===== src/verilog/relay_mux_pkg.sv =====
package relay_mux_pkg;

  localparam int NUM_DRIVES = 24;
  localparam int NUM_BANKS = 2;
  localparam int BANK_SIZE = 10;
  localparam int NUM_CHANNELS = 20;
  localparam int CHAN_W = 7;

  localparam logic [CHAN_W-1:0] CHAN_FIRST = 7'h00;
  localparam logic [CHAN_W-1:0] CHAN_LAST = 7'h13;
  localparam logic [CHAN_W-1:0] CHAN_SPLIT = 7'h0A;
  localparam logic [CHAN_W-1:0] CHAN_SENSE_A = 7'h5B;
  localparam logic [CHAN_W-1:0] CHAN_SENSE_B = 7'h5C;
  localparam logic [CHAN_W-1:0] CHAN_SOURCE_A = 7'h5D;
  localparam logic [CHAN_W-1:0] CHAN_SOURCE_B = 7'h5E;

  localparam logic [NUM_CHANNELS-1:0] CHANNELS_RESET = 20'h00000;
  localparam logic [NUM_BANKS-1:0] ROUTE_RESET = 2'h0;
  localparam logic ISOLATION_RESET = 1'b1;

  typedef enum logic [2:0] {
    OP_OPEN = 3'h0,
    OP_CLOSE = 3'h1,
    OP_MEASURE_VOLTS = 3'h2,
    OP_MEASURE_OHMS = 3'h3,
    OP_OPEN_ALL = 3'h4
  } cmd_op_t;

  typedef struct packed {
    logic valid;
    cmd_op_t op;
    logic [CHAN_W-1:0] channel;
  } cmd_t;

  typedef struct packed {
    logic [NUM_CHANNELS-1:0] channel_closed;
    logic [NUM_BANKS-1:0] sense_closed;
    logic [NUM_BANKS-1:0] source_closed;
  } switch_state_t;

  typedef struct packed {
    logic ok;
    logic is_bank;
    logic bank;
    logic [3:0] index;
    logic is_sense;
    logic is_source;
  } decode_t;

endpackage : relay_mux_pkg


===== src/verilog/channel_decode.sv =====
module channel_decode
  import relay_mux_pkg::*;
(
  input wire logic [relay_mux_pkg::CHAN_W-1:0] channel,
  output relay_mux_pkg::decode_t dec
);

  always_comb begin
    dec = '0;
    if (channel <= CHAN_LAST) begin
      dec.ok = 1'b1;
      dec.is_bank = 1'b1;
      if (channel >= CHAN_SPLIT) begin
        dec.bank = 1'b1;
        dec.index = 4'(channel - CHAN_SPLIT);
      end else begin
        dec.bank = 1'b0;
        dec.index = channel[3:0];
      end
    end else if (channel == CHAN_SENSE_A || channel == CHAN_SENSE_B) begin
      dec.ok = 1'b1;
      dec.is_sense = 1'b1;
      dec.bank = (channel == CHAN_SENSE_B);
    end else if (channel == CHAN_SOURCE_A || channel == CHAN_SOURCE_B) begin
      dec.ok = 1'b1;
      dec.is_source = 1'b1;
      dec.bank = (channel == CHAN_SOURCE_B);
    end
  end

endmodule : channel_decode


===== src/verilog/relay_bank_channel_select.sv =====
module relay_bank_channel_select (
  input wire logic core_clk,
  input wire logic resetn,
  input relay_mux_pkg::cmd_t cmd,
  input wire logic backplane_isolation_setting,
  output logic cmd_ready,
  output logic cmd_error,
  output relay_mux_pkg::switch_state_t state,
  output logic [relay_mux_pkg::NUM_DRIVES-1:0] switch_drive,
  output logic [relay_mux_pkg::NUM_BANKS-1:0] backplane_sense,
  output logic [relay_mux_pkg::NUM_BANKS-1:0] backplane_source
);
  import relay_mux_pkg::*;

  // ******************************
  // Isolation input synchroniser
  // ******************************
  logic iso_meta;
  logic iso_sync;

  always_ff @(posedge core_clk or negedge resetn) begin
    if (!resetn) begin
      iso_meta <= ISOLATION_RESET;
      iso_sync <= ISOLATION_RESET;
    end else begin
      iso_meta <= backplane_isolation_setting;
      iso_sync <= iso_meta;
    end
  end

  // ******************************
  // Command decode
  // ******************************
  decode_t dec;

  channel_decode u_decode (
    .channel(cmd.channel),
    .dec(dec)
  );

  logic [NUM_CHANNELS-1:0] chan_onehot;
  logic [NUM_CHANNELS-1:0] bank_mask;

  always_comb begin
    chan_onehot = '0;
    bank_mask = '0;
    if (dec.is_bank) begin
      chan_onehot[5'(dec.bank ? 5'h0A : 5'h00) + 5'(dec.index)] = 1'b1;
      if (dec.bank) begin
        bank_mask[NUM_CHANNELS-1:BANK_SIZE] = '1;
      end else begin
        bank_mask[BANK_SIZE-1:0] = '1;
      end
    end
  end

  assign cmd_ready = 1'b1;

  // ******************************
  // Switch state
  // ******************************
  switch_state_t next_state;
  logic accept;

  assign accept = cmd.valid && (dec.ok || cmd.op == OP_OPEN_ALL);

  always_comb begin
    next_state = state;
    unique case (cmd.op)
      OP_OPEN: begin
        if (dec.is_bank) begin
          next_state.channel_closed = state.channel_closed & ~chan_onehot;
        end
        if (dec.is_sense) begin
          next_state.sense_closed[dec.bank] = 1'b0;
        end
        if (dec.is_source) begin
          next_state.source_closed[dec.bank] = 1'b0;
        end
      end
      OP_CLOSE: begin
        // Open the rest of the bank and close the channel in the same cycle
        if (dec.is_bank) begin
          next_state.channel_closed = (state.channel_closed & ~bank_mask) | chan_onehot;
        end
        if (dec.is_sense) begin
          next_state.sense_closed[dec.bank] = 1'b1;
        end
        if (dec.is_source) begin
          next_state.source_closed[dec.bank] = 1'b1;
        end
      end
      OP_MEASURE_VOLTS, OP_MEASURE_OHMS: begin
        // Route only the measured bank, isolate the other
        if (dec.is_bank) begin
          next_state.channel_closed = (state.channel_closed & ~bank_mask) | chan_onehot;
          next_state.sense_closed = '0;
          next_state.source_closed = '0;
          next_state.sense_closed[dec.bank] = 1'b1;
          next_state.source_closed[dec.bank] = (cmd.op == OP_MEASURE_OHMS);
        end
      end
      OP_OPEN_ALL: begin
        next_state.channel_closed = CHANNELS_RESET;
        next_state.sense_closed = ROUTE_RESET;
        next_state.source_closed = ROUTE_RESET;
      end
      default: begin
        next_state = state;
      end
    endcase
  end

  always_ff @(posedge core_clk or negedge resetn) begin
    if (!resetn) begin
      state.channel_closed <= CHANNELS_RESET;
      state.sense_closed <= ROUTE_RESET;
      state.source_closed <= ROUTE_RESET;
    end else if (accept) begin
      state <= next_state;
    end
  end

  always_ff @(posedge core_clk or negedge resetn) begin
    if (!resetn) begin
      cmd_error <= 1'b0;
    end else begin
      cmd_error <= cmd.valid && !accept;
    end
  end

  // ******************************
  // Drives and backplane paths
  // ******************************
  // One drive per switch feeds its high, low and guard relays
  assign switch_drive = {state.source_closed, state.sense_closed, state.channel_closed};

  always_ff @(posedge core_clk or negedge resetn) begin
    if (!resetn) begin
      backplane_sense <= ROUTE_RESET;
      backplane_source <= ROUTE_RESET;
    end else begin
      backplane_sense <= iso_sync ? state.sense_closed : ROUTE_RESET;
      backplane_source <= iso_sync ? state.source_closed : ROUTE_RESET;
    end
  end

endmodule : relay_bank_channel_select


===== config.mk =====
export PLATFORM = sky130hd
export DESIGN_NAME = relay_bank_channel_select
export DESIGN_NICKNAME = d
export VERILOG_FILES = /design/src/verilog/relay_mux_pkg.sv /design/src/verilog/channel_decode.sv /design/src/verilog/relay_bank_channel_select.sv
export SDC_FILE = /design/constraint.sdc
export NUM_CORES = 1
export LEC_CHECK = 0
export ABC_CLOCK_PERIOD_IN_PS = 1040
export BUFFER_PORTS_ARGS = -buffer_cell sky130_fd_sc_hd__buf_2
export CAP_MARGIN = 25
export CORE_MARGIN = 8
export CORE_UTILIZATION = 50
export CTS_CLUSTER_DIAMETER = 100
export DETAILED_ROUTE_END_ITERATION = 8
export PLACE_DENSITY = 0.87
export SYNTH_ARGS = -nofsm -noshare
export SYNTH_HDL_FRONTEND = slang
export SYNTH_SLANG_ARGS = --single-unit
export TNS_END_PERCENT = 50

===== constraint.sdc =====
create_clock -name core_clk -period 1.04 [get_ports core_clk]
set_clock_uncertainty 0.1 [all_clocks]
set_input_delay 0.052 -clock core_clk [delete_from_list [all_inputs] [get_ports core_clk]]
set_output_delay 0.052 -clock core_clk [all_outputs]
set_load 0.01 [all_outputs]

==> results of run 1 <==
==> cell type report <==
class                           count  area share
Inverter                            6     0.00722
Timing Repair Buffer              135       0.286
Sequential cell                    31       0.225
Clock buffer                        7      0.0220
Tap cell                           52      0.0188
Multi-Input combinational cell    184       0.440
Clock inverter                      1     0.00144
==> stage by stage <==
step            util  hold WS, ns  TNS [ns]  std cells  total power, mW
6_report       0.801       0.0190    -31.37        416             4.10
3_3_place_gp   0.667       -0.142    -35.23        398             2.76
2_1_floorplan      -       -0.344    -35.08        259             2.32
3_5_place_dp   0.667       -0.138    -36.88        398             2.80
5_1_grt        0.801      0.00732    -33.34        416             4.29
4_1_cts        0.730      0.00448    -28.02        410             3.79
==> placed cells by master, fill, tap and decap left out, types with 6 or more instances in the layout <==
cell and instances:
nor4_2 6, buf_2 61, a32oi_1 13, dfrtp_1 27, buf_6 13, nand2_1 30, nand3_1 13, nor2_1 9
buf_4 53, nor4_4 7, o21ai_1 14
==> worst register-to-register path: stages, from the launching register on <==
cell	delay [ns]
dfrtp_2	0.45
nand2_1	0.10
a21oi_1	0.07
a211o_1	0.27
==> metal layers <==
| layer | wire, um | GRT usage |
|---|---|---|
| met1 | 3310 | 0.264 |
| met2 | 4380 | 0.358 |
| met3 | 977 | 0.0357 |
| met4 | 382 | 0.110 |
| met5 | 0 | 0 |
==> sequential cells by signal, summed over array words and instances (netlist names) <==
signal,count
backplane_sense,2
state,24
cmd_error,1
iso_meta,1
iso_sync,1
backplane_source,2
==> kinds of logic (layout without fill, tap and decap cells) <==
| logic type | after synthesis | after routing |
|---|---|---|
| simple gates | 114 | 114 |
| other cells | 1 | 1 |
| xor+xnor | 2 | 2 |
| buf+inv | 44 | 149 |
| fa+ha+maj | 5 | 5 |
| flops | 31 | 31 |
| compound gates | 62 | 62 |
==> path summary, 6_finish.rpt <==
kind	start	slack (ns)	depth (start not counted)	to
setup / recovery	cmd[6]	-1.50	12	state[20]
hold / removal	cmd[10]	0.02	2	cmd_error
setup reg to reg	state[3]	-0.07	3	state[3]
hold reg to reg	iso_meta	0.26	0	iso_sync
max in group asynchronous	resetn	0.26	3	iso_meta
min in group asynchronous	resetn	0.09	2	state[13]
==> power by group <==
| part | leakage, nW | internal [mW] | switching [mW] | total, mW |
|---|---|---|---|---|
| Sequential | 0.350 | 1.37 | 0.197 | 1.57 |
| Clock | 0.0422 | 0.469 | 0.473 | 0.942 |
| Combinational | 1.11 | 0.725 | 0.868 | 1.59 |
| Total | 1.50 | 2.56 | 1.54 | 4.10 |
==> timing repair <==
item	4_1_cts	5_1_grt
hold buffers	2	0
endpoints found under the setup margin	25	34
buffers inserted	2	4
pin swaps	13	15
gates resized for setup	28	44
endpoints found under the hold margin	30	0
gates cloned	0	2
==> run metrics, run 1 <==
biggest area consumer among synthesized cells=dfrtp_1; Routed Antenna Nets=0; Cells after Synth=between 200 and 300; Max Slew Vio Count=0; number of buffers created by CTS=5; Total GRT Usage=0.216; Reg area=781 um^2; CP arrival=2.60 ns; Port-buffer cells=66; Via density=~6.5; cell row count=24; post-synthesis mux area share=0; count of final setup violators=34; top-count cell post-synth=nand2_1; DR iter-0 viols=287; total die area=6820 um^2; Mean Syn Cell Area=8.57 um^2; main combinational cell family by area after synthesis=simple AND/OR/NAND/NOR gates; Setup WS pre-CTS=-1.79 ns; Crit path max-delay family=simple AND/OR/NAND/NOR gates; CORE AREA=between 4000 and 5000 um^2; Min-Delay Path Class=in -> reg; largest net degree at the start of global routing=28; adder-cell share of the synthesized area=0.0282; Startpoint Class=primary input; first-pass GRT wire length=11,500 um; Clock Latency Late Sink=0.29 ns; Max Clk Rate=394 MHz; Die Y=between 80 and 90 um; Initial Util=0.513; Root Driver=clkbuf_8; Total Wirelength=approximately 9100 um; Slowest cell on crit path=or4_4; largest cells by area after synthesis=dfrtp_1 (33%), buf_4 (8.5%), nand2_1 (5.4%); Synth top area share=0.327; syn_nets=278; Yosys reg bits=31; DRC Markers=0; H-Tree Depth=2; Worst-path clk slew=approximately 0.070 ns; Critical path buffers and inverters=1; Async SR Flop Fraction=1.00; RSZ-0062 raised after global routing=true; CP max stage delay=0.56 ns; crit-path cells=buf_8 > or4_4 > nor2_4 > a211oi_2 > a21oi_2 > ha_4 > ha_4 > xor2_2 > or2_1 > or3_4 > o311ai_1 > nand2_1; post-synth cell types=51; peak supply drop=0.702 mV; vias in the first global route=~2,400; initial antenna violation count=0; CTS tree=done; CP Class=in -> reg; post-layout min period=2.54 ns; fraction of layout cells with a size suffix above 1=0.547; top post-synthesis cells by count=nand2_1 (32), dfrtp_1 (29), buf_4 (25); maxcap violations=0; post-route setup slack=-1.50 ns; Placed Area=a little under 3000 um^2; Die W=82.6 um; RePlAce Congestion=0.935; Synth Area in XOR/XNOR=0.00790; YS warnings=0; CP Capture Type=register; Ports=68; Area Overhead vs Synth=56.2%; post-route cell area=3460 um^2; endpoints failing hold=0; failing checks=setup timing; post-route clock period utilization=2.44; Total Nets Final=between 300 and 400; outcome=finished, violations left; Worst Path Required=1.10 ns; dominant synthesized flop cell=dfrtp_1; Clock Sinks=31; register area share after synthesis=0.351; worst-path maximum fanout=4; fill count=246; Leakage=1.50 nW; count of flip-flops with a built-in enable after synthesis=0; Mapped Area=approximately 2200 um^2; Vias=2,711; compound-cell area share of the yosys netlist=0.205; Synth Area in Simple Gates=0.286; Avg WL per Cell=21.8 um; Ant. Diodes=0; GR Overflow Total=0; Pre-antenna DRT Iters=6; CP dominant cell by count=ha_4; Power Dens Cells=about 1200 nW/um^2; Max Root-Sink Buffers=2; Multi-input gate area=1520 um^2; post-DP HPWL=5050 um
(Power assumes the default switching activity.)
==> run 2: changes to the inputs <==
--- a/config.mk
+++ b/config.mk
@@ -9,11 +9,10 @@
 export BUFFER_PORTS_ARGS = -buffer_cell sky130_fd_sc_hd__buf_2
 export CAP_MARGIN = 25
 export CORE_MARGIN = 8
-export CORE_UTILIZATION = 50
-export CTS_CLUSTER_DIAMETER = 100
+export CORE_UTILIZATION = 48
+export CTS_CLUSTER_DIAMETER = 50
 export DETAILED_ROUTE_END_ITERATION = 8
-export PLACE_DENSITY = 0.87
+export PLACE_DENSITY = 0.84
 export SYNTH_ARGS = -nofsm -noshare
 export SYNTH_HDL_FRONTEND = slang
 export SYNTH_SLANG_ARGS = --single-unit
-export TNS_END_PERCENT = 50
==> run metrics, run 2 (synthesized netlist as in run 1, its figures left out) <==
outcome=finished, violations left (unchanged); failing checks=setup timing (unchanged); CTS tree=done (unchanged); fraction of layout cells with a size suffix above 1=0.568 (was 0.547); DR iter-0 viols=315 (was 287); Worst Path Required=1.08 ns (was 1.10 ns); most flop-heavy register=state (unchanged); Worst-path clk slew=0.07 ns (about the same); Clock Sinks=31 (unchanged); post-layout min period=2.54 ns (about the same); Startpoint Class=primary input (unchanged); total power=4.03 mW (was 4.10 mW); max FFs per register=24 (unchanged); GR Overflow Total=0 (unchanged); Crit path max-delay family=simple AND/OR/NAND/NOR gates (unchanged); cell row count=24 (unchanged); Max Root-Sink Buffers=2 (unchanged); Max Clk Rate=393 MHz (was 394 MHz); Die W=84.0 um (was 82.6 um); RSZ-0062 raised after global routing=true (unchanged); Root Driver=clkbuf_8 (unchanged); RePlAce Congestion=0.948 (was 0.935); post-route clock period utilization=2.45 (was 2.44); Setup WS pre-CTS=-1.80 ns (was -1.79 ns); Reg area=779 um^2 (was 781 um^2); commonest non-fill, non-tap cell in the layout=buf_4 (was buf_2); Ports=68 (unchanged); critical path startpoint=cmd[3] (was cmd[6]); post-DP HPWL=4990 um (was 5050 um); maxcap violations=0 (unchanged); CP arrival=2.58 ns (was 2.60 ns); Total GRT Usage=0.203 (was 0.216); DRC Markers=0 (unchanged); CP Class=in -> reg (unchanged); post-route setup slack=-1.50 ns (about the same); count of final setup violators=31 (was 34); Multi-input gate area=1540 um^2 (was 1520 um^2); Leakage=1.60 nW (was 1.50 nW); Pre-antenna DRT Iters=5 (was 6); crit-path cells=buf_8 > or4_4 > nor2_4 > a211oi_2 > a21oi_2 > ha_4 > ha_4 > or2_1 > or3_4 > o311ai_4 > nand3_1 (was buf_8 > or4_4 > nor2_4 > a211oi_2 > a21oi_2 > ha_4 > ha_4 > xor2_2 > or2_1 > or3_4 > o311ai_1 > nand2_1); reg-to-reg endpoint=state[3] (unchanged); Worst path depth=11 (was 12); Placed Cells=400 (was 398); Power Dens Cells=1130 nW/um^2 (was 1180 nW/um^2); Critical path buffers and inverters=1 (unchanged); Ant. Diodes=0 (unchanged); endpoints failing hold=0 (unchanged); initial antenna violation count=0 (unchanged); worst-path maximum fanout=4 (unchanged); Vias=2,630 (was 2,711); CP max stage delay=0.55 ns (was 0.56 ns); Max Slew Vio Count=0 (unchanged); Initial Util=0.503 (was 0.513); vias in the first global route=2,445 (was 2,448); largest net degree at the start of global routing=28 (unchanged); CP dominant cell by count=ha_4 (unchanged); Avg WL per Cell=19.4 um (was 21.8 um); Total Wirelength=8330 um (was 9060 um); CP Capture Type=register (unchanged); most frequent cells in the layout=buf_4 (65), buf_2 (62), nand2_1 (30) (was buf_2 (61), buf_4 (53), nand2_1 (30)); Routed Antenna Nets=0 (unchanged); Final Non-Filler Cells=429 (was 416); final core utilization=0.811 (was 0.801); Total Nets Final=395 (was 382); end of the critical path=state[22] (was state[20]); top flop regs=state: 24 flops, backplane_sense: 2 flops, backplane_source: 2 flops (unchanged); Die Y=84.0 um (was 82.6 um); Slowest cell on crit path=or4_4 (unchanged); Reg2Reg Depth=3 (unchanged); Port-buffer cells=66 (unchanged); CORE AREA=4410 um^2 (was 4320 um^2); Clock Latency Late Sink=0.28 ns (was 0.29 ns); Min-Delay Path Class=in -> async (was in -> reg); number of buffers created by CTS=5 (unchanged); first-pass GRT wire length=12,000 um (was 11,500 um); Via density=6.13 (was 6.52); fill count=244 (was 246); reg-to-reg slack, setup=-0.07 ns (about the same); peak supply drop=0.527 mV (was 0.702 mV); total die area=7050 um^2 (was 6820 um^2); Area Overhead vs Synth=61.4% (was 56.2%); worst r2r src=state[3] (unchanged); H-Tree Depth=2 (unchanged)
==> run 2: layer usage <==
metal	GRT usage	vias to the layer above	wire length, um
met2	0.342	191	4100
met4	0.0848	0	291
li1	-	1180	-
met5	0	-	0
met1	0.242	1225	3160
met3	0.0449	34	778
==> run 2: power breakdown <==
part,internal [mW],leakage (nW),switching [mW]
Clock,0.469,0.0422,0.445
Combinational,0.733,1.21,0.856
Sequential,1.37,0.351,0.160
Total,2.57,1.60,1.46
==> run 2: area by class of cell <==
cell class / count / share of cell area
clock buffers: 7 / 0.0213
clock inverters: 1 / 0.00140
inverters: 6 / 0.00699
multi-input cells: 184 / 0.430
flip-flops and latches: 31 / 0.218
well taps: 52 / 0.0182
repair buffers: 148 / 0.304
==> run 2: worst min path at each step <==
stage                      start            endpoint  slack, ns  cells past startpoint
after floorplan           resetn  backplane_sense[0]      -0.34                      0
after global placement    resetn            state[7]      -0.15                      1
after detailed placement  resetn           state[11]      -0.14                      1
after CTS                 resetn           state[11]        0.1                      2
after global routing      resetn            state[6]       0.09                      2
final                     resetn           state[20]       0.07                      2
==> run 2: repair_timing <==
action / CTS / global route
gates cloned: 0 / 2
hold buffers: 2 / 0
buffers inserted: 15 / 2
pin swaps: 13 / 18
hold endpoints to repair: 30 / 0
resized for setup: 36 / 32
endpoints found under the setup margin: 27 / 29
==> run 2: metrics by stage <==
step                TNS, ns  hold slack [ns]  instance area [um^2]
global route         -33.10           0.0926                  3580
CTS                  -28.85           0.0951                  3330
detailed placement   -36.39           -0.140                  2950
finish               -31.03           0.0723                  3580
global placement     -34.84           -0.147                  2950
floorplan            -34.79           -0.344                  2330
==> run 3: changes to the inputs <==
--- a/config.mk
+++ b/config.mk
@@ -10,6 +10,7 @@
 export CAP_MARGIN = 25
 export CORE_MARGIN = 8
 export CORE_UTILIZATION = 48
+export CTS_BUF_LIST = sky130_fd_sc_hd__clkbuf_16
 export CTS_CLUSTER_DIAMETER = 50
 export DETAILED_ROUTE_END_ITERATION = 8
 export PLACE_DENSITY = 0.84
==> run metrics, run 3 (synthesized netlist as in run 1, its figures left out) <==
outcome=finished, violations left (unchanged); failing checks=setup timing (unchanged); Total GRT Usage=0.209 (was 0.203); Multi-input gate area=1550 um^2 (was 1540 um^2); Total Wirelength=9620 um (was 8330 um); Vias=2,818 (was 2,630); post-layout min period=2.64 ns (was 2.54 ns); CP arrival=2.68 ns (was 2.58 ns); Power Dens Cells=1240 nW/um^2 (was 1130 nW/um^2); Ports=68 (unchanged); RSZ-0062 raised after global routing=true (unchanged); CP Class=in -> reg (unchanged); endpoints failing hold=0 (unchanged); post-DP HPWL=4990 um (unchanged); Placed Cells=400 (unchanged); top flop regs=state: 24 flops, backplane_sense: 2 flops, backplane_source: 2 flops (unchanged); H-Tree Depth=2 (unchanged); total die area=7050 um^2 (unchanged); count of final setup violators=31 (unchanged); vias in the first global route=2,519 (was 2,445); Routed Antenna Nets=0 (unchanged); Via density=6.54 (was 6.13); Die W=84.0 um (unchanged); commonest non-fill, non-tap cell in the layout=buf_4 (unchanged); cell row count=24 (unchanged); largest net degree at the start of global routing=28 (unchanged); Max Clk Rate=379 MHz (was 393 MHz); CP Capture Type=register (unchanged); Root Driver=clkbuf_16 (was clkbuf_8); RePlAce Congestion=0.948 (unchanged); Startpoint Class=primary input (unchanged); CTS tree=done (unchanged); max FFs per register=24 (unchanged); CORE AREA=4410 um^2 (unchanged); DRC Markers=0 (unchanged); fraction of layout cells with a size suffix above 1=0.575 (was 0.568); Worst Path Required=1.08 ns (about the same); worst-path maximum fanout=4 (unchanged); most flop-heavy register=state (unchanged); fill count=228 (was 244); Port-buffer cells=66 (unchanged); post-route setup slack=-1.60 ns (was -1.50 ns); Max Root-Sink Buffers=2 (unchanged); peak supply drop=0.906 mV (was 0.527 mV); DR iter-0 viols=345 (was 315); Leakage=1.64 nW (was 1.60 nW); Initial Util=0.503 (unchanged); Reg area=778 um^2 (was 779 um^2); Worst-path clk slew=0.05 ns (was 0.07 ns); Clock Latency Late Sink=0.28 ns (about the same); Avg WL per Cell=22.3 um (was 19.4 um); initial antenna violation count=0 (unchanged); Clock Sinks=31 (unchanged); Area Overhead vs Synth=66.4% (was 61.4%); number of buffers created by CTS=5 (unchanged); Pre-antenna DRT Iters=5 (unchanged); Ant. Diodes=0 (unchanged); Total Nets Final=397 (was 395); post-route clock period utilization=2.54 (was 2.45); Max Slew Vio Count=0 (unchanged); Min-Delay Path Class=in -> async (unchanged); maxcap violations=0 (unchanged); Final TNS setup=-31.69 ns (was -31.03 ns); GR Overflow Total=0 (unchanged); Die Y=84.0 um (unchanged); first-pass GRT wire length=12,300 um (was 12,000 um); Final Non-Filler Cells=431 (was 429); most frequent cells in the layout=buf_4 (65), buf_2 (59), nand2_1 (30) (was buf_4 (65), buf_2 (62), nand2_1 (30))
run 3: cell types whose count changed in the layout (fill, tap and decap cells not counted), moves of 3 or more:
cell and change:
buf_6 +3, buf_2 -3, clkbuf_8 -5, clkbuf_16 +5
run 3: per-stage QoR:
| stage | hold slack [ns] | utilization | area, um^2 | setup WS (ns) | total power [mW] |
|---|---|---|---|---|---|
| final | 0.102 | 0.836 | 3690 | -1.60 | 4.58 |
| after global routing | 0.105 | 0.836 | 3690 | -1.62 | 4.78 |
| after CTS | 0.106 | 0.765 | 3380 | -1.42 | 4.30 |
| after detailed placement | -0.140 | 0.667 | 2950 | -1.80 | 2.80 |
| after global placement | -0.147 | 0.667 | 2950 | -1.72 | 2.77 |
| after floorplan | -0.344 | - | 2330 | -1.88 | 2.33 |
run 3: cell type report:
class                      instances  share of cell area
inverter                           6             0.00881
sequential                        31               0.211
clock buffer                       5              0.0339
tap                               52              0.0176
clock inverter                     3             0.00339
timing repair buffer             150               0.306
multi-input combinational        184               0.419
run 3: final timing paths:
path / from / endpoint / slack [ns] / cells past startpoint
min in group core_clk: cmd[7] / state[1] / 0.13 / 3
setup / recovery: cmd[3] / state[21] / -1.60 / 11
max in group asynchronous: resetn / iso_sync / 0.25 / 3
setup reg to reg: state[3] / state[3] / -0.04 / 2
hold reg to reg: iso_meta / iso_sync / 0.26 / 0
hold / removal: resetn / state[20] / 0.10 / 2
run 3: metal layers:
layer / global-route usage / share of wire / wire, um / up-vias
met5: 0 / 0 / 0 / -
met4: 0.102 / 0.062 / 592 / 0
met3: 0.0547 / 0.10 / 965 / 62
met2: 0.345 / 0.48 / 4600 / 226
met1: 0.244 / 0.36 / 3470 / 1339
li1: - / - / - / 1191
run 3: critical path, stage by stage:
cell and delay, ns:
buf_8 0.10, or4_4 0.54, nor2_4 0.17, nor2_2 0.09, a221oi_2 0.34, ha_4 0.22
xor2_2 0.08, or2_1 0.25, or3_4 0.39, o311ai_2 0.30, nand3_1 0.15
run 3: timing repair:
action | 4_1_cts | 5_1_grt
pin swaps | 20 | 16
setup endpoints to repair | 27 | 29
buffers inserted | 7 | 16
gates resized for setup | 45 | 42
hold endpoints to repair | 30 | 0
hold buffers | 2 | 0
gates cloned | 0 | 1
run 3: report_power, final:
part / internal [mW] / switching, mW
clock network: 0.862 / 0.517
registers: 1.37 / 0.180
logic: 0.738 / 0.918
